===== config.mk =====
export PLATFORM = sky130hd
export DESIGN_NAME = static_clock_ready_controller
export DESIGN_NICKNAME = d
export VERILOG_FILES = /design/src/clock_ctrl_pkg.sv /design/src/static_clock_ready_controller.sv /design/src/ready_sync.sv
export VERILOG_INCLUDE_DIRS = /design/src
export SDC_FILE = /design/constraint.sdc
export NUM_CORES = 1
export LEC_CHECK = 0
export ABC_AREA = 1
export BUFFER_PORTS_ARGS = -buffer_cell sky130_fd_sc_hd__buf_2
export CORE_MARGIN = 2
export CORE_UTILIZATION = 40
export CTS_CLUSTER_DIAMETER = 60
export DETAILED_ROUTE_END_ITERATION = 7
export PLACE_DENSITY_LB_ADDON = 0.2
export SYNTH_ARGS = -nofsm -noshare
export SYNTH_HDL_FRONTEND = slang
export SYNTH_SLANG_ARGS = --single-unit

===== constraint.sdc =====
create_clock -name clk_i -period 4.8 [get_ports clk_i]
set_clock_uncertainty 0.05 [all_clocks]
set_input_delay 0.24 -clock clk_i [delete_from_list [all_inputs] [get_ports clk_i]]
set_output_delay 0.24 -clock clk_i [all_outputs]
set_load 0.01 [all_outputs]

===== src/clock_ctrl_map.svh =====
// Offsets, field positions, reset values and timing counts of the clock controller.
`ifndef CLOCK_CTRL_MAP_SVH
`define CLOCK_CTRL_MAP_SVH

`define ADDR_CTRL          12'h000
`define ADDR_STATUS        12'h004
`define CTRL_RESET         32'h0000_0000
`define CTRL_EFI_BIT       0
`define CTRL_START_BIT     1
`define STAT_SLOW_BIT      0
`define STAT_OSC_BIT       1
`define STAT_STOPPED_BIT   2
`define STAT_RESET_BIT     3
`define STAT_STATE_LO      4
`define STAT_STATE_HI      5

`define FAST_DIV           10'h003
`define SLOW_DIV           10'h300
`define FAST_HIGH          10'h001
`define SLOW_HIGH          10'h100
`define FAST_HALF_LOW      10'h002
`define SLOW_HALF_LOW      10'h180
`define PER_LAST           2'h2
`define SLOW_FILTER        8'hC3
`define FAST_FILTER        3'h6
`define OSC_RESTART_CYCLES 32'h0000_2000
`define RESET_MIN_CLKS     5'h10
`define HALT_STOP_CLKS     2'h2
`define STATUS_IDLE        3'h7
`define STATUS_HALT        3'h3

`endif


===== src/clock_ctrl_pkg.sv =====
// Types shared by the clock controller modules.
package clock_ctrl_pkg;

  typedef enum logic [1:0] {
    ST_RESTART   = 2'h0,
    ST_RUN       = 2'h1,
    ST_STOP_PEND = 2'h3,
    ST_STOPPED   = 2'h2
  } run_state_t;

  typedef struct packed {
    run_state_t  state;
    logic [13:0] osc_cnt;
    logic        osc_run;
    logic        osc_out;
    logic [9:0]  div_cnt;
    logic        slow;
    logic [1:0]  per_cnt;
    logic        per_clk;
    logic        proc_clk;
    logic        half_clk;
    logic [7:0]  low_cnt;
    logic [2:0]  high_cnt;
    logic        filt_slow;
    logic        speed_seen;
    logic        prev_idle;
    logic [1:0]  stop_cnt;
    logic [4:0]  rst_cnt;
    logic        reset_out;
    logic        efi_mode;
    logic        soft_start;
    logic [31:0] prdata;
  } ctrl_state_t;

  typedef struct packed {
    logic s1;
    logic s2;
  } sync_state_t;

endpackage : clock_ctrl_pkg


===== src/static_clock_ready_controller.sv =====
// Static clock controller: dividers, speed, stop and restart, reset pulse and ready logic.
`timescale 1ns/1ps
`default_nettype none
`include "clock_ctrl_map.svh"

// Functional notes
// - Each bus ready counts only while its own active-low address enable is low.
// - Depth select low gives two ready stages; high gives one stage.
// - Active-high ready output lets the processor finish the pending transfer.
// - After oscillator restart, clocks stay high until reset released and 8192 counted.
// - Reset output stays high at least 16 processor clocks after clocks start.
// - Speed changes are taken on a peripheral clock edge, else the next one.
// - Processor clock divides input by 3 in fast mode and 768 in slow.
// - Crystal or external input; fast, slow, stop-clock and stop-oscillator modes.
// - Shared stop and start controls for oscillator and clock outputs.
// - Counter sync input lets several controllers run clocks in phase.
// - Halt decode on status lines enters stop mode automatically.
// - Clocks restart cleanly, mutually in phase, without truncated pulses.
// - Peripheral clock is input divided by six at 50% duty in both fast and slow modes.
// - Counter sync high while running resets counters and forces all three clocks high.
// - Idle then halt status stops clocks high after two cycles, peripheral frozen.
module static_clock_ready_controller #(
  parameter int OSC_RESTART_CYCLES = `OSC_RESTART_CYCLES
) (
  input  wire logic        clk_i,
  input  wire logic        reset_n_i,
  input  wire logic        bus_ready_a_i,
  input  wire logic        bus_ready_b_i,
  input  wire logic        addr_qualify_a_n_i,
  input  wire logic        addr_qualify_b_n_i,
  input  wire logic        ready_sync_depth_sel_i,
  input  wire logic        speed_select_i,
  input  wire logic        reset_request_n_i,
  input  wire logic        counter_sync_i,
  input  wire logic        start_request_i,
  input  wire logic        status_line_0_i,
  input  wire logic        status_line_1_i,
  input  wire logic        status_line_2_stop_n_i,
  input  wire logic        psel,
  input  wire logic        penable,
  input  wire logic        pwrite,
  input  wire logic [11:0] paddr,
  input  wire logic [31:0] pwdata,
  output logic [31:0]      prdata,
  output logic             pready,
  output logic             pslverr,
  output logic             ready_o,
  output logic             proc_clock_o,
  output logic             half_duty_clock_o,
  output logic             periph_clock_o,
  output logic             oscillator_out_o,
  output logic             reset_out_o
);

  ////////////////////////////////////////////////////////////////////////////////
  // Reset release.

  logic [1:0] rst_sync_q;
  logic       rst_n;

  always_ff @(posedge clk_i or negedge reset_n_i) begin
    if (!reset_n_i) begin
      rst_sync_q <= 2'h0;
    end else begin
      rst_sync_q <= {rst_sync_q[0], 1'b1};
    end
  end

  assign rst_n = rst_sync_q[1];

  ////////////////////////////////////////////////////////////////////////////////
  // Timing events.

  clock_ctrl_pkg::ctrl_state_t s_q;
  clock_ctrl_pkg::ctrl_state_t s_d;

  logic        running;
  logic        rise_en;
  logic        per_edge;
  logic [9:0]  period;
  logic [13:0] osc_last;
  logic        osc_done;
  logic [2:0]  status;
  logic        start_trig;
  logic        qual;
  logic        mapped;
  logic [9:0]  high_len;
  logic [9:0]  half_low;

  assign running    = (s_q.state == clock_ctrl_pkg::ST_RUN)
                   || (s_q.state == clock_ctrl_pkg::ST_STOP_PEND);
  assign period     = s_q.slow ? `SLOW_DIV : `FAST_DIV;
  assign rise_en    = running && !counter_sync_i && (s_q.div_cnt == period - 10'h001);
  assign per_edge   = running && !counter_sync_i && (s_q.per_cnt == `PER_LAST);
  assign osc_last   = 14'(OSC_RESTART_CYCLES - 1);
  assign osc_done   = (s_q.osc_cnt == osc_last);
  assign status     = {status_line_2_stop_n_i, status_line_1_i, status_line_0_i};
  assign start_trig = start_request_i || s_q.soft_start || !reset_request_n_i;
  assign qual       = (bus_ready_a_i && !addr_qualify_a_n_i)
                   || (bus_ready_b_i && !addr_qualify_b_n_i);
  assign mapped     = (paddr == `ADDR_CTRL) || (paddr == `ADDR_STATUS);

  ////////////////////////////////////////////////////////////////////////////////
  // Next state.

  always_comb begin
    s_d = s_q;
    s_d.soft_start = 1'b0;
    high_len = `FAST_HIGH;
    half_low = `FAST_HALF_LOW;

    // Register bus: read data is captured in the setup cycle.
    if (psel && !penable && !pwrite) begin
      s_d.prdata = 32'h0000_0000;
      if (paddr == `ADDR_CTRL) begin
        s_d.prdata[`CTRL_EFI_BIT] = s_q.efi_mode;
      end else if (paddr == `ADDR_STATUS) begin
        s_d.prdata[`STAT_SLOW_BIT]    = s_q.slow;
        s_d.prdata[`STAT_OSC_BIT]     = s_q.osc_run;
        s_d.prdata[`STAT_STOPPED_BIT] = (s_q.state == clock_ctrl_pkg::ST_STOPPED);
        s_d.prdata[`STAT_RESET_BIT]   = s_q.reset_out;
        s_d.prdata[`STAT_STATE_HI:`STAT_STATE_LO] = s_q.state;
      end
    end
    if (psel && penable && pwrite && (paddr == `ADDR_CTRL)) begin
      s_d.efi_mode   = pwdata[`CTRL_EFI_BIT];
      s_d.soft_start = pwdata[`CTRL_START_BIT];
    end

    // Speed select filter: long low for slow, short high for fast.
    if (speed_select_i) begin
      s_d.low_cnt = 8'h00;
      if (s_q.high_cnt != `FAST_FILTER) begin
        s_d.high_cnt = s_q.high_cnt + 3'h1;
      end else begin
        s_d.filt_slow = 1'b0;
      end
    end else begin
      s_d.high_cnt = 3'h0;
      if (s_q.low_cnt != `SLOW_FILTER) begin
        s_d.low_cnt = s_q.low_cnt + 8'h01;
      end else begin
        s_d.filt_slow = 1'b1;
      end
    end

    // Dividers run only while clocks are active.
    if (running) begin
      if (counter_sync_i) begin
        s_d.div_cnt = 10'h000;
        s_d.per_cnt = 2'h0;
        s_d.per_clk = 1'b1;
      end else begin
        s_d.div_cnt = rise_en ? 10'h000 : s_q.div_cnt + 10'h001;
        if (rise_en) begin
          s_d.slow = s_q.speed_seen;
        end
        s_d.per_cnt = per_edge ? 2'h0 : s_q.per_cnt + 2'h1;
        if (per_edge) begin
          s_d.per_clk    = ~s_q.per_clk;
          s_d.speed_seen = s_q.filt_slow;
        end
      end
    end

    unique case (s_q.state)
      clock_ctrl_pkg::ST_RESTART: begin
        if (!osc_done) begin
          s_d.osc_cnt = s_q.osc_cnt + 14'h0001;
        end else if (reset_request_n_i) begin
          s_d.state     = clock_ctrl_pkg::ST_RUN;
          s_d.div_cnt   = 10'h000;
          s_d.per_cnt   = 2'h0;
          s_d.per_clk   = 1'b1;
          s_d.slow      = s_q.speed_seen;
          s_d.prev_idle = 1'b0;
        end
      end
      clock_ctrl_pkg::ST_RUN: begin
        if (rise_en) begin
          s_d.prev_idle = (status == `STATUS_IDLE);
          if ((status == `STATUS_HALT) && s_q.prev_idle) begin
            s_d.state    = clock_ctrl_pkg::ST_STOP_PEND;
            s_d.stop_cnt = 2'h0;
          end
        end
      end
      clock_ctrl_pkg::ST_STOP_PEND: begin
        if (rise_en) begin
          s_d.stop_cnt = s_q.stop_cnt + 2'h1;
          if (s_q.stop_cnt + 2'h1 == `HALT_STOP_CLKS) begin
            s_d.state   = clock_ctrl_pkg::ST_STOPPED;
            s_d.osc_run = s_q.efi_mode;
          end
        end
      end
      clock_ctrl_pkg::ST_STOPPED: begin
        if (start_trig) begin
          s_d.state   = clock_ctrl_pkg::ST_RESTART;
          s_d.osc_cnt = s_q.osc_run ? osc_last : 14'h0000;
          s_d.osc_run = 1'b1;
        end
      end
    endcase

    // Reset output pulse.
    if (!reset_request_n_i) begin
      s_d.reset_out = 1'b1;
      s_d.rst_cnt   = 5'h00;
    end else if (s_q.reset_out && rise_en) begin
      s_d.rst_cnt   = s_q.rst_cnt + 5'h01;
      s_d.reset_out = (s_q.rst_cnt + 5'h01 != `RESET_MIN_CLKS);
    end

    // Clock outputs from the next counter values.
    if (s_d.slow) begin
      high_len = `SLOW_HIGH;
      half_low = `SLOW_HALF_LOW;
    end
    s_d.osc_out = s_d.osc_run ? ~s_q.osc_out : 1'b1;
    if ((s_d.state == clock_ctrl_pkg::ST_RUN || s_d.state == clock_ctrl_pkg::ST_STOP_PEND)
        && !counter_sync_i) begin
      s_d.proc_clk = s_d.div_cnt < high_len;
      s_d.half_clk = !((s_d.div_cnt >= high_len) && (s_d.div_cnt < high_len + half_low));
    end else begin
      s_d.proc_clk = 1'b1;
      s_d.half_clk = 1'b1;
      if (s_d.state == clock_ctrl_pkg::ST_RESTART) begin
        s_d.per_clk = 1'b1;
      end
    end
  end

  always_ff @(posedge clk_i or negedge rst_n) begin
    if (!rst_n) begin
      s_q           <= '0;
      s_q.state     <= clock_ctrl_pkg::ST_RESTART;
      s_q.osc_run   <= 1'b1;
      s_q.osc_out   <= 1'b1;
      s_q.per_clk   <= 1'b1;
      s_q.proc_clk  <= 1'b1;
      s_q.half_clk  <= 1'b1;
      s_q.reset_out <= 1'b1;
      s_q.efi_mode  <= 1'(`CTRL_RESET >> `CTRL_EFI_BIT);
    end else begin
      s_q <= s_d;
    end
  end

  ////////////////////////////////////////////////////////////////////////////////
  // Ready path and outputs.

  ready_sync u_ready_sync (
    .clk_i       (clk_i),
    .rst_n_i     (rst_n),
    .en_i        (rise_en),
    .two_stage_i (!ready_sync_depth_sel_i),
    .d_i         (qual),
    .q_o         (ready_o)
  );

  assign prdata            = s_q.prdata;
  assign pready            = 1'b1;
  assign pslverr           = psel && penable && !mapped;
  assign proc_clock_o      = s_q.proc_clk;
  assign half_duty_clock_o = s_q.half_clk;
  assign periph_clock_o    = s_q.per_clk;
  assign oscillator_out_o  = s_q.osc_out;
  assign reset_out_o       = s_q.reset_out;
endmodule : static_clock_ready_controller

`default_nettype wire


===== src/ready_sync.sv =====
// Ready synchroniser with one or two stages, advanced on processor clock edges.
`timescale 1ns/1ps
`default_nettype none

module ready_sync (
  input  wire logic clk_i,
  input  wire logic rst_n_i,
  input  wire logic en_i,
  input  wire logic two_stage_i,
  input  wire logic d_i,
  output logic      q_o
);

  clock_ctrl_pkg::sync_state_t s_q;
  clock_ctrl_pkg::sync_state_t s_d;

  // The first stage feeds only the second; one-stage mode bypasses it.
  always_comb begin
    s_d = s_q;
    if (en_i) begin
      s_d.s1 = d_i;
      s_d.s2 = two_stage_i ? s_q.s1 : d_i;
    end
  end

  always_ff @(posedge clk_i or negedge rst_n_i) begin
    if (!rst_n_i) begin
      s_q <= '0;
    end else begin
      s_q <= s_d;
    end
  end

  assign q_o = s_q.s2;
endmodule : ready_sync

`default_nettype wire


==> impl_metrics.sql, run 1 <==
INSERT INTO impl_metrics (metric_group, metric, value, unit) VALUES
('route', 'wl_per_cell', '12.0', 'um'),
('sta', 'setup_repair_after_global_routing_missed_its_margin', 'no', ''),
('route', 'drcViolationCount', '0', ''),
('sta', 'fraction_of_the_cycle_the_final_worst_path_needs', '65.2', '%'),
('route', 'num_vias', '3408', ''),
('critical_path', 'path_max_fanout', '15', ''),
('clock_tree', 'cts_buffers', '9', ''),
('sta', 'final.setup.worst_slack', '1.67', 'ns'),
('power', 'power.share.sequential', '41.4', '%'),
('grt', 'global_route.overflow_total', '0', ''),
('layout', 'n_antenna_cell', '0', ''),
('floorplan', 'floorplan.die.height', '106', 'um'),
('power', 'power_density', '444', 'nW/um2'),
('grt', 'grt_first_pass_wirelength', '14800', 'um'),
('synth', 'netlist_instances', '530', ''),
('place', 'pre_cts_slack', '1.67', 'ns'),
('synth', 'yosys_warnings', '0', ''),
('sta', 'final-hold-violation-count', '0', ''),
('critical_path', 'timing_worst_setup_path_type', 'flip-flop to flip-flop', ''),
('clock_tree', 'ctsResizeCount', '0', ''),
('critical_path', 'critPathRequiredTime', '5.03', 'ns'),
('clock_tree', 'cts.root.buffer_cell', 'clkbuf_8', ''),
('floorplan', 'die_area', '11300', 'um2'),
('synth', 'yosysSeqAreaShare', '40.8', '%'),
('place', 'number_of_port_buffers', '43', ''),
('critical_path', 'cpLargestDelayFamily', 'simple AND/OR/NAND/NOR gates', ''),
('synth', 'synth_seq_cells', '68', ''),
('sta', 'max-slew-margin-rel', '43.7', '%'),
('clock_tree', 'clk_pin_slew_worst_paths', '0.08', 'ns'),
('run', 'max_cap_violations', '0', ''),
('critical_path', 'crit_path_cell_trace', 'inv_2 -> nor2_2 -> nand3_1 -> nand2_1 -> inv_1 -> o21ai_1 -> inv_1 -> ha_1 -> a21oi_1 -> nand2_1 -> a21oi_1 -> nand2_1', ''),
('critical_path', 'worstSetupStartpointType', 'flip-flop', ''),
('sta', 'fmax', '320', 'MHz'),
('critical_path', 'cp-end-kind', 'flip-flop', ''),
('route', 'wirelength', '8510', 'um'),
('sta', 'timing.final.setup_violations', '0', ''),
('synth', 'synth-async-reset-ratio', '100', '%'),
('clock_tree', 'cts_tree', 'done', ''),
('place', 'placedInstanceArea', '4370', 'um2'),
('grt', 'global_route.usage.total', '16.2', '%'),
('grt', 'global_route.usage.met3', '3.56', '%'),
('floorplan', 'row_count', '37', ''),
('layout', 'final_nets', '644', ''),
('power', 'power_switching_share', '36.8', '%'),
('power', 'leakage', '0.00240', 'uW'),
('critical_path', 'slowest_stage', 'dfrtp_1', ''),
('route', 'detailedRoute.firstIterationViolations', '160', ''),
('place', 'detailedPlacementHpwl', '6220', 'um'),
('grt', 'use_met1', '22.0', '%'),
('route', 'via_per_inst', '4.79', ''),
('layout', 'drive_above_1_share', '16.3', '%'),
('route', 'drt-pass1-iter-count', '4', ''),
('power', 'power.combinational.fraction', '30.5', '%'),
('floorplan', 'fp.coreArea', '10200', 'um2'),
('status', 'run_status', 'finished clean', ''),
('synth', 'postSynth.topFlopCell', 'dfrtp_1', ''),
('layout', 'layout_common_cells', 'nand2_1 (113), inv_1 (83), dfrtp_1 (61)', ''),
('critical_path', 'timing.critical_path.buf_inv', '3', ''),
('grt', 'maximum_number_of_pins_on_one_net_before_global_route_repair', '67', ''),
('power', 'p_clk_share', '28.1', '%'),
('grt', 'global_route.peak_usage_layer', 'met2', ''),
('grt', 'grt_antenna_before_repair', '0', ''),
('synth', 'syn_avg_cell_area', '7.90', 'um2'),
('power', 'power_report.internal_total', '1300', 'uW'),
('sta', 'totalNegativeSetupSlack', '0', 'ns'),
('synth', 'synthDominantCellAreaShare', '37.0', '%'),
('sta', 'slew_violations', '0', ''),
('synth', 'netlist-cell-type-count', '46', ''),
('layout', 'flow.area_growth_from_synthesis', '10.3', '%'),
('grt', 'met2_resource_use_gr', '25.7', '%'),
('sta', 'hold_slack', '0.0546', 'ns');
==> final cells by class <==
type / count / area [um2]
Tap cell: 136 / 170
Inverter: 88 / 330
Sequential cell: 68 / 1710
Clock inverter: 6 / 113
Fill cell: 1022 / 5610
Clock buffer: 10 / 128
Multi-Input combinational cell: 358 / 1940
Timing Repair Buffer: 45 / 233
==> final timing paths <==
kind                                     start           endpoint  cells past startpoint
worst max register to register         s_q[88]  half_duty_clock_o                     12
max in group asynchronous        rst_sync_q[1]            s_q[67]                      1
worst max-delay path                   s_q[88]  half_duty_clock_o                     12
worst min-delay path            speed_select_i            s_q[53]                      2
worst min register to register   rst_sync_q[0]      rst_sync_q[1]                      0
min in group asynchronous            reset_n_i      rst_sync_q[1]                      2
==> flip-flops by register name, summed over array words and instances, names as in the netlist <==
register,flops
half_duty_clock_o,1
reset_out_o,1
prdata,6
u_ready_sync.q_o,1
s_q,53
oscillator_out_o,1
u_ready_sync.s_q,1
periph_clock_o,1
rst_sync_q,2
proc_clock_o,1
==> cells in the mapped netlist, types with 4 or more instances <==
cell,instances
a21oi_1,22
a22oi_1,9
buf_4,34
dfrtp_1,62
dfstp_2,6
ha_1,13
inv_1,83
inv_2,5
nand2_1,113
nand2_2,4
nand3_1,32
nand4_1,11
nor2_1,27
nor2_2,7
nor3_1,12
nor4_1,7
o21ai_0,28
xnor2_1,5
xor2_1,5
==> logic make-up after synthesis <==
logic type	after synthesis	synth area share [%]
buffers and inverters	130	15.3
other	2	0.179
xor gates and xnor gates	10	2.09
muxes	3	0.777
and+or+nand+nor	222	24.6
AOI/OAI and AO/OA	82	12.3
adders and majority gates	13	3.88
DFF	68	40.8
==> routing by layer <==
layer | up-vias | part of all wire (%)
li1 | 1749 | -
met1 | 1574 | 50
met2 | 77 | 45
met3 | 8 | 4.4
met4 | 0 | 1.0
met5 | - | 0
==> worst reg2reg max path: cells and delay by family, from the launching register on <==
kind                       cells  cell delay, ns
DFF                            1            0.68
adders and majority gates      1            0.29
and+or+nand+nor                5            0.99
buffers and inverters          3            0.44
AOI/OAI and AO/OA              3            0.61
==> power by group through the flow <==
stage          clock network (uW)  logic (uW)  registers, uW
6_report                      576         626            851
3_3_place_gp                    0         611            855
2_1_floorplan                   0         554            820
3_5_place_dp                    0         629            857
5_1_grt                       621         742            875
4_1_cts                       593         634            847
==> what timing repair did <==
action,in CTS,in global routing
hold buffers,1,0
endpoints found under the hold margin,2,0
endpoints found under the setup margin,0,0
buffers inserted,0,0
==> per-stage QoR <==
| stage | total power, uW | util (%) |
|---|---|---|
| 6_report | 2050 | 45.2 |
| 5_1_grt | 2240 | 45.2 |
| 4_1_cts | 2070 | 45.2 |
| 3_5_place_dp | 1490 | 42.7 |
| 3_3_place_gp | 1470 | 42.7 |
| 2_1_floorplan | 1370 | - |
(Power assumes the default switching activity.)
==> run 2: changes to the inputs <==
==> constraint.sdc (replaced) <==
create_clock -name clk_i -period 3 [get_ports clk_i]
set_clock_uncertainty 0.05 [all_clocks]
set_input_delay 0.15 -clock clk_i [delete_from_list [all_inputs] [get_ports clk_i]]
set_output_delay 0.15 -clock clk_i [all_outputs]
set_load 0.01 [all_outputs]
==> run 2 against run 1 <==
  * Sequential power is 60% higher
  * Cell count is 1.1% higher
  * Via count is 0.59% higher
  * First-iteration DRC count is 13% lower
  * Power is 61% higher
  * Fmax is 21% higher
  * Largest cell class unchanged
==> impl_metrics.sql, run 2 (same netlist as run 1, synthesis figures left out) <==
INSERT INTO impl_metrics (metric_group, metric, value, unit) VALUES
('floorplan', 'row_count', '37', ''),
('clock_tree', 'h-tree-depth', '3', ''),
('floorplan', 'fp.coreArea', '10200', 'um2'),
('route', 'drt-pass1-iter-count', '4', ''),
('layout', 'layout.cells.non_filler', '719', ''),
('critical_path', 'cp-end-kind', 'flip-flop', ''),
('layout', 'n_antenna_cell', '0', ''),
('route', 'detail_route.wirelength.met1', '4160', 'um'),
('clock_tree', 'cts_buffers', '9', ''),
('sta', 'setup_repair_after_global_routing_missed_its_margin', 'no', ''),
('sta', 'max-slew-margin-rel', '43.4', '%'),
('route', 'via_per_inst', '4.77', ''),
('sta', 'totalNegativeSetupSlack', '0', 'ns'),
('layout', 'layout_common_cells', 'nand2_1 (113), inv_1 (83), dfrtp_1 (61)', ''),
('route', 'max_used_layer', 'met4', ''),
('sta', 'slew_violations', '0', ''),
('route', 'drcViolationCount', '0', ''),
('floorplan', 'num_io_pins', '101', ''),
('place', 'gp_congestion', '0.825', ''),
('route', 'detailroute.wirelength.met3', '458', 'um'),
('critical_path', 'reg2reg_depth', '14', ''),
('hold_path', 'holdCritPathClass', 'input port to flip-flop', ''),
('layout', 'fill_cells', '996', ''),
('critical_path', 'worstSetupStartpointType', 'flip-flop', ''),
('sta', 'fraction_of_the_cycle_the_final_worst_path_needs', '86.0', '%'),
('grt', 'global_route.overflow_total', '0', ''),
('layout', 'flow.area_growth_from_synthesis', '12.1', '%'),
('place', 'placedInstanceArea', '4410', 'um2'),
('sta', 'timing.final.setup_violations', '0', ''),
('grt', 'maximum_number_of_pins_on_one_net_before_global_route_repair', '67', ''),
('power', 'power.ir.vdd_worst', '0.343', 'mV'),
('route', 'detail-route-antenna-nets', '0', ''),
('status', 'run_status', 'finished clean', ''),
('place', 'dp.cells', '699', ''),
('clock_tree', 'worst_skew_pair.late_latency', '0.35', 'ns'),
('critical_path', 'timing_worst_setup_path_type', 'flip-flop to flip-flop', ''),
('power', 'report.power.total', '3310', 'uW'),
('hold_path', 'min_path_cells', '3', ''),
('floorplan', 'die_w', '106', 'um'),
('floorplan', 'floorplan.die.height', '106', 'um'),
('layout', 'largest_register_ffs', '53', ''),
('clock_tree', 'clockBufferDepth', '2', ''),
('power', 'power_density', '706', 'nW/um2'),
('place', 'detailedPlacementHpwl', '6410', 'um'),
('layout', 'most_common_library_cell_in_the_layout_ignoring_fill_and_taps', 'nand2_1', ''),
('critical_path', 'path_max_fanout', '9', ''),
('sta', 'final-hold-violation-count', '0', ''),
('route', 'detailedRoute.firstIterationViolations', '140', ''),
('place', 'number_of_port_buffers', '43', ''),
('clock_tree', 'clk_pin_slew_worst_paths', '0.08', 'ns'),
('clock_tree', 'cts.hold.buffers_added', '4', ''),
('place', 'pre_cts_slack', '0.424', 'ns'),
('clock_tree', 'cts.root.buffer_cell', 'clkbuf_8', ''),
('grt', 'via_count_of_the_first_global_routing_pass', '3291', ''),
('route', 'wirelength', '8670', 'um'),
('sta', 'fmax', '388', 'MHz'),
('route', 'num_vias', '3428', ''),
('layout', 'regMostFlops', 's_q', ''),
('sta', 'final.setup.worst_slack', '0.421', 'ns'),
('critical_path', 'critPathArrivalTime', '2.82', 'ns'),
('power', 'leakage', '0.00243', 'uW'),
('clock_tree', 'cts_tree', 'done', ''),
('sta', 'finalCriticalPeriod', '2.58', 'ns'),
('grt', 'global_route.usage.total', '16.3', '%'),
('grt', 'grt_first_pass_wirelength', '14800', 'um'),
('grt', 'grt_antenna_before_repair', '0', ''),
('clock_tree', 'clock_sink_count', '68', ''),
('sta', 'timing_worst_slew_pin_value', '0.849', 'ns'),
('layout', 'drive_above_1_share', '17.0', '%'),
('clock_tree', 'ctsResizeCount', '0', ''),
('layout', 'post-route-cell-area', '4700', 'um2'),
('floorplan', 'floorplan.initialDensity', '40.9', '%'),
('route', 'met2RoutedLength', '3960', 'um'),
('floorplan', 'die_area', '11300', 'um2'),
('layout', 'final_nets', '652', ''),
('run', 'max_cap_violations', '0', ''),
('route', 'wl_per_cell', '12.1', 'um'),
('clock_tree', 'cts_setup_buffers', '0', ''),
('critical_path', 'critPathRequiredTime', '3.24', 'ns');
==> run 2: cell count changes in the layout (fill, tap and decap cells not counted), sizes merged <==
cell,change
buf,+5
dlygate4sd3,+3
clkinv,-2
clkbuf,+1
inv,+1
==> run 2: worst paths after layout <==
| kind | from | endpoint | slack [ns] |
|---|---|---|---|
| min reg2reg | rst_sync_q[0] | rst_sync_q[1] | 0.32 |
| max reg2reg | s_q[62] | half_duty_clock_o | 0.42 |
| max | s_q[62] | half_duty_clock_o | 0.42 |
| max in group asynchronous | rst_sync_q[1] | s_q[48] | 1.95 |
| min | counter_sync_i | periph_clock_o | 0.06 |
| min in group asynchronous | reset_n_i | rst_sync_q[1] | 0.07 |
==> run 2: cell type report <==
cell class	instances	area, um2	share of cell area [%]
timing repair buffer	53	300	6.39
tap	136	170	3.62
inverter	88	330	7.03
clock inverter	5	108	2.29
multi-input combinational	358	1940	41.2
clock buffer	11	141	3.01
sequential	68	1710	36.4
==> run 2: worst max-delay path, cell delays in order, from the launching register on <==
cell and delay (ns):
dfrtp_1 0.51, nand2_1 0.08, nor2_1 0.09, nand2_1 0.09, a21boi_1 0.23, nand3_1 0.13, nand2_1 0.09, inv_1 0.05
o21ai_1 0.36, inv_1 0.11, ha_1 0.28, a21oi_1 0.17, nand2_1 0.07, a21oi_1 0.12, nand2_1 0.07
==> run 2: per-layer routing <==
layer	global-route usage (%)	up-vias
li1	-	1759
met1	21.1	1583
met2	26.9	77
met3	4.54	9
met4	4.23	0
met5	0	-
==> run 2: power by group <==
part	leakage (uW)	internal [uW]	switching, uW	total [uW]
registers	0.000840	1130	232	1360
logic	0.00147	394	613	1010
clock network	0.000124	580	365	945
total	0.00243	2100	1210	3310
==> run 2: stage by stage <==
step	utilization, %	hold slack [ns]
floorplan	-	-0.196
global placement	43.1	-0.115
detailed placement	43.1	-0.108
CTS	45.9	0.0476
global route	45.9	0.0564
finish	45.9	0.0643
==> run 3: changes to the inputs <==
==> constraint.sdc (replaced) <==
create_clock -name clk_i -period 2.72 [get_ports clk_i]
set_clock_uncertainty 0.05 [all_clocks]
set_input_delay 0.136 -clock clk_i [delete_from_list [all_inputs] [get_ports clk_i]]
set_output_delay 0.136 -clock clk_i [all_outputs]
set_load 0.01 [all_outputs]
==> run 3 against run 2 <==
  * Flip-flop and latch count is the same
  * Core utilization grew 0.39 points
  * Register-to-register slack lost 0.10 ns
  * Die area is the same
  * Cell count grew 0.42%
  * Critical path type unchanged
==> impl_metrics.sql, run 3 (same netlist as run 1, synthesis figures left out) <==
INSERT INTO impl_metrics (metric_group, metric, value, unit) VALUES
('status', 'run_status', 'finished clean', ''),
('layout', 'final_util', '46.3', '%'),
('floorplan', 'die_w', '106', 'um'),
('sta', 'slew_violations', '0', ''),
('clock_tree', 'cts_tree', 'done', ''),
('sta', 'fmax', '417', 'MHz'),
('grt', 'met2_resource_use_gr', '27.7', '%'),
('power', 'power.ir.vdd_worst', '0.427', 'mV'),
('clock_tree', 'worst_skew_pair.late_latency', '0.35', 'ns'),
('layout', 'seqCellArea', '1710', 'um2'),
('route', 'wirelength', '8630', 'um'),
('power', 'power_density', '773', 'nW/um2'),
('route', 'via_per_inst', '4.81', ''),
('sta', 'max-slew-margin-rel', '51.2', '%'),
('clock_tree', 'h-tree-depth', '3', ''),
('route', 'detail-route-antenna-nets', '0', ''),
('layout', 'most_common_library_cell_in_the_layout_ignoring_fill_and_taps', 'nand2_1', ''),
('floorplan', 'floorplan.die.height', '106', 'um'),
('layout', 'layout_common_cells', 'nand2_1 (113), inv_1 (83), dfrtp_1 (60)', ''),
('layout', 'drive_above_1_share', '18.1', '%'),
('place', 'dp.cells', '702', ''),
('route', 'wl_per_cell', '12.0', 'um'),
('floorplan', 'floorplan.initialDensity', '40.9', '%'),
('floorplan', 'fp.coreArea', '10200', 'um2'),
('layout', 'flow.area_growth_from_synthesis', '13.1', '%'),
('clock_tree', 'cts_buffers', '9', ''),
('grt', 'global_route.usage.total', '16.1', '%'),
('sta', 'final-hold-violation-count', '0', ''),
('clock_tree', 'clock_sink_count', '68', ''),
('clock_tree', 'clockBufferDepth', '2', ''),
('sta', 'setup_repair_after_global_routing_missed_its_margin', 'no', ''),
('clock_tree', 'clk_pin_slew_worst_paths', '0.09', 'ns'),
('floorplan', 'die_area', '11300', 'um2'),
('floorplan', 'row_count', '37', ''),
('critical_path', 'critPathArrivalTime', '2.62', 'ns'),
('sta', 'timing_worst_slew_pin_value', '0.732', 'ns'),
('layout', 'largest_register_ffs', '53', ''),
('critical_path', 'timing_worst_setup_path_type', 'flip-flop to flip-flop', ''),
('layout', 'multiInputGateArea', '1940', 'um2'),
('sta', 'hold_slack', '0.0481', 'ns'),
('route', 'detailedRoute.firstIterationViolations', '147', ''),
('floorplan', 'num_io_pins', '101', ''),
('power', 'leakage', '0.00245', 'uW'),
('place', 'gp_congestion', '0.847', ''),
('grt', 'maximum_number_of_pins_on_one_net_before_global_route_repair', '36', ''),
('critical_path', 'critPathRequiredTime', '2.94', 'ns'),
('run', 'max_cap_violations', '0', ''),
('critical_path', 'reg2reg_setup_slack', '0.32', 'ns'),
('clock_tree', 'cts.root.buffer_cell', 'clkbuf_8', ''),
('route', 'drcViolationCount', '0', ''),
('layout', 'final_nets', '655', ''),
('layout', 'regMostFlops', 's_q', ''),
('grt', 'grt_first_pass_wirelength', '14800', 'um'),
('grt', 'global_route.peak_usage_layer', 'met2', ''),
('place', 'detailedPlacementHpwl', '6510', 'um'),
('critical_path', 'cp-end-kind', 'flip-flop', ''),
('place', 'number_of_port_buffers', '43', ''),
('layout', 'fill_cells', '1044', ''),
('hold_path', 'holdCritPathClass', 'input port to async pin', ''),
('grt', 'global_route.overflow_total', '0', ''),
('sta', 'timing.final.setup_violations', '0', ''),
('critical_path', 'worstSetupStartpointType', 'flip-flop', ''),
('layout', 'layout.cells.non_filler', '722', ''),
('critical_path', 'path_max_fanout', '5', ''),
('grt', 'use_met1', '20.5', '%'),
('grt', 'global_route.usage.met3', '4.17', '%'),
('layout', 'n_antenna_cell', '0', ''),
('route', 'num_vias', '3470', ''),
('sta', 'fraction_of_the_cycle_the_final_worst_path_needs', '88.2', '%'),
('route', 'drt-pass1-iter-count', '4', ''),
('grt', 'via_count_of_the_first_global_routing_pass', '3309', ''),
('grt', 'grt_antenna_before_repair', '0', ''),
('clock_tree', 'cts_setup_buffers', '0', ''),
('sta', 'finalCriticalPeriod', '2.40', 'ns'),
('sta', 'totalNegativeSetupSlack', '0', 'ns');
[run 3: power by group]
group / leakage [uW] / internal (uW) / switching [uW]
sequential: 0.000838 / 1250 / 261
clock: 0.000124 / 616 / 417
combinational: 0.00149 / 448 / 670
total: 0.00245 / 2310 / 1350
[run 3: cell type report]
cell class	count	share of cell area, %
clock inverter	7	2.56
sequential	68	36.1
inverter	88	6.97
timing repair buffer	56	7.08
tap	136	3.59
multi-input combinational	358	41.0
clock buffer	9	2.62
[run 3: per-stage QoR]
stage / instance area [um2] / total power [uW] / setup WS [ns]
after floorplan: 4290 / 2420 / 0.325
after global placement: 4440 / 2600 / 0.322
after detailed placement: 4440 / 2640 / 0.285
after CTS: 4730 / 3700 / 0.258
after global routing: 4740 / 3980 / 0.0284
final: 4740 / 3660 / 0.321
[run 3: critical path, stage by stage (launching register included)]
cell     delay (ns)
dfrtp_1        0.40
ha_1           0.22
nand3_2        0.10
inv_2          0.10
nand2_2        0.08
nor2_4         0.15
nand4_4        0.10
nand2_1        0.09
inv_1          0.06
nand2_1        0.07
o21ai_2        0.06
buf_4          0.15
ha_1           0.29
nand2_1        0.07
nor2_2         0.11
nand3_1        0.08
nand3_1        0.09
nand2_1        0.05
[run 3: routing by layer]
metal  vias up  routed length, um
li1       1770                  -
met1      1621               4150
met2        74               4040
met3         5                375
met4         0                 62
met5         -                  0
[run 3: timing repair]
action	CTS	global route
resized for setup	0	3
hold buffers	4	0
endpoints found under the hold margin	5	0
endpoints found under the setup margin	0	1
[run 3: worst paths after layout]
path                                from           endpoint  cells past startpoint
setup / recovery                 s_q[74]  half_duty_clock_o                     17
hold / removal                 reset_n_i      rst_sync_q[0]                      2
setup reg to reg                 s_q[74]  half_duty_clock_o                     17
hold reg to reg            rst_sync_q[1]            s_q[37]                      0
max in group asynchronous  rst_sync_q[1]  half_duty_clock_o                      1
min in group clk_i                pwrite            s_q[32]                      3
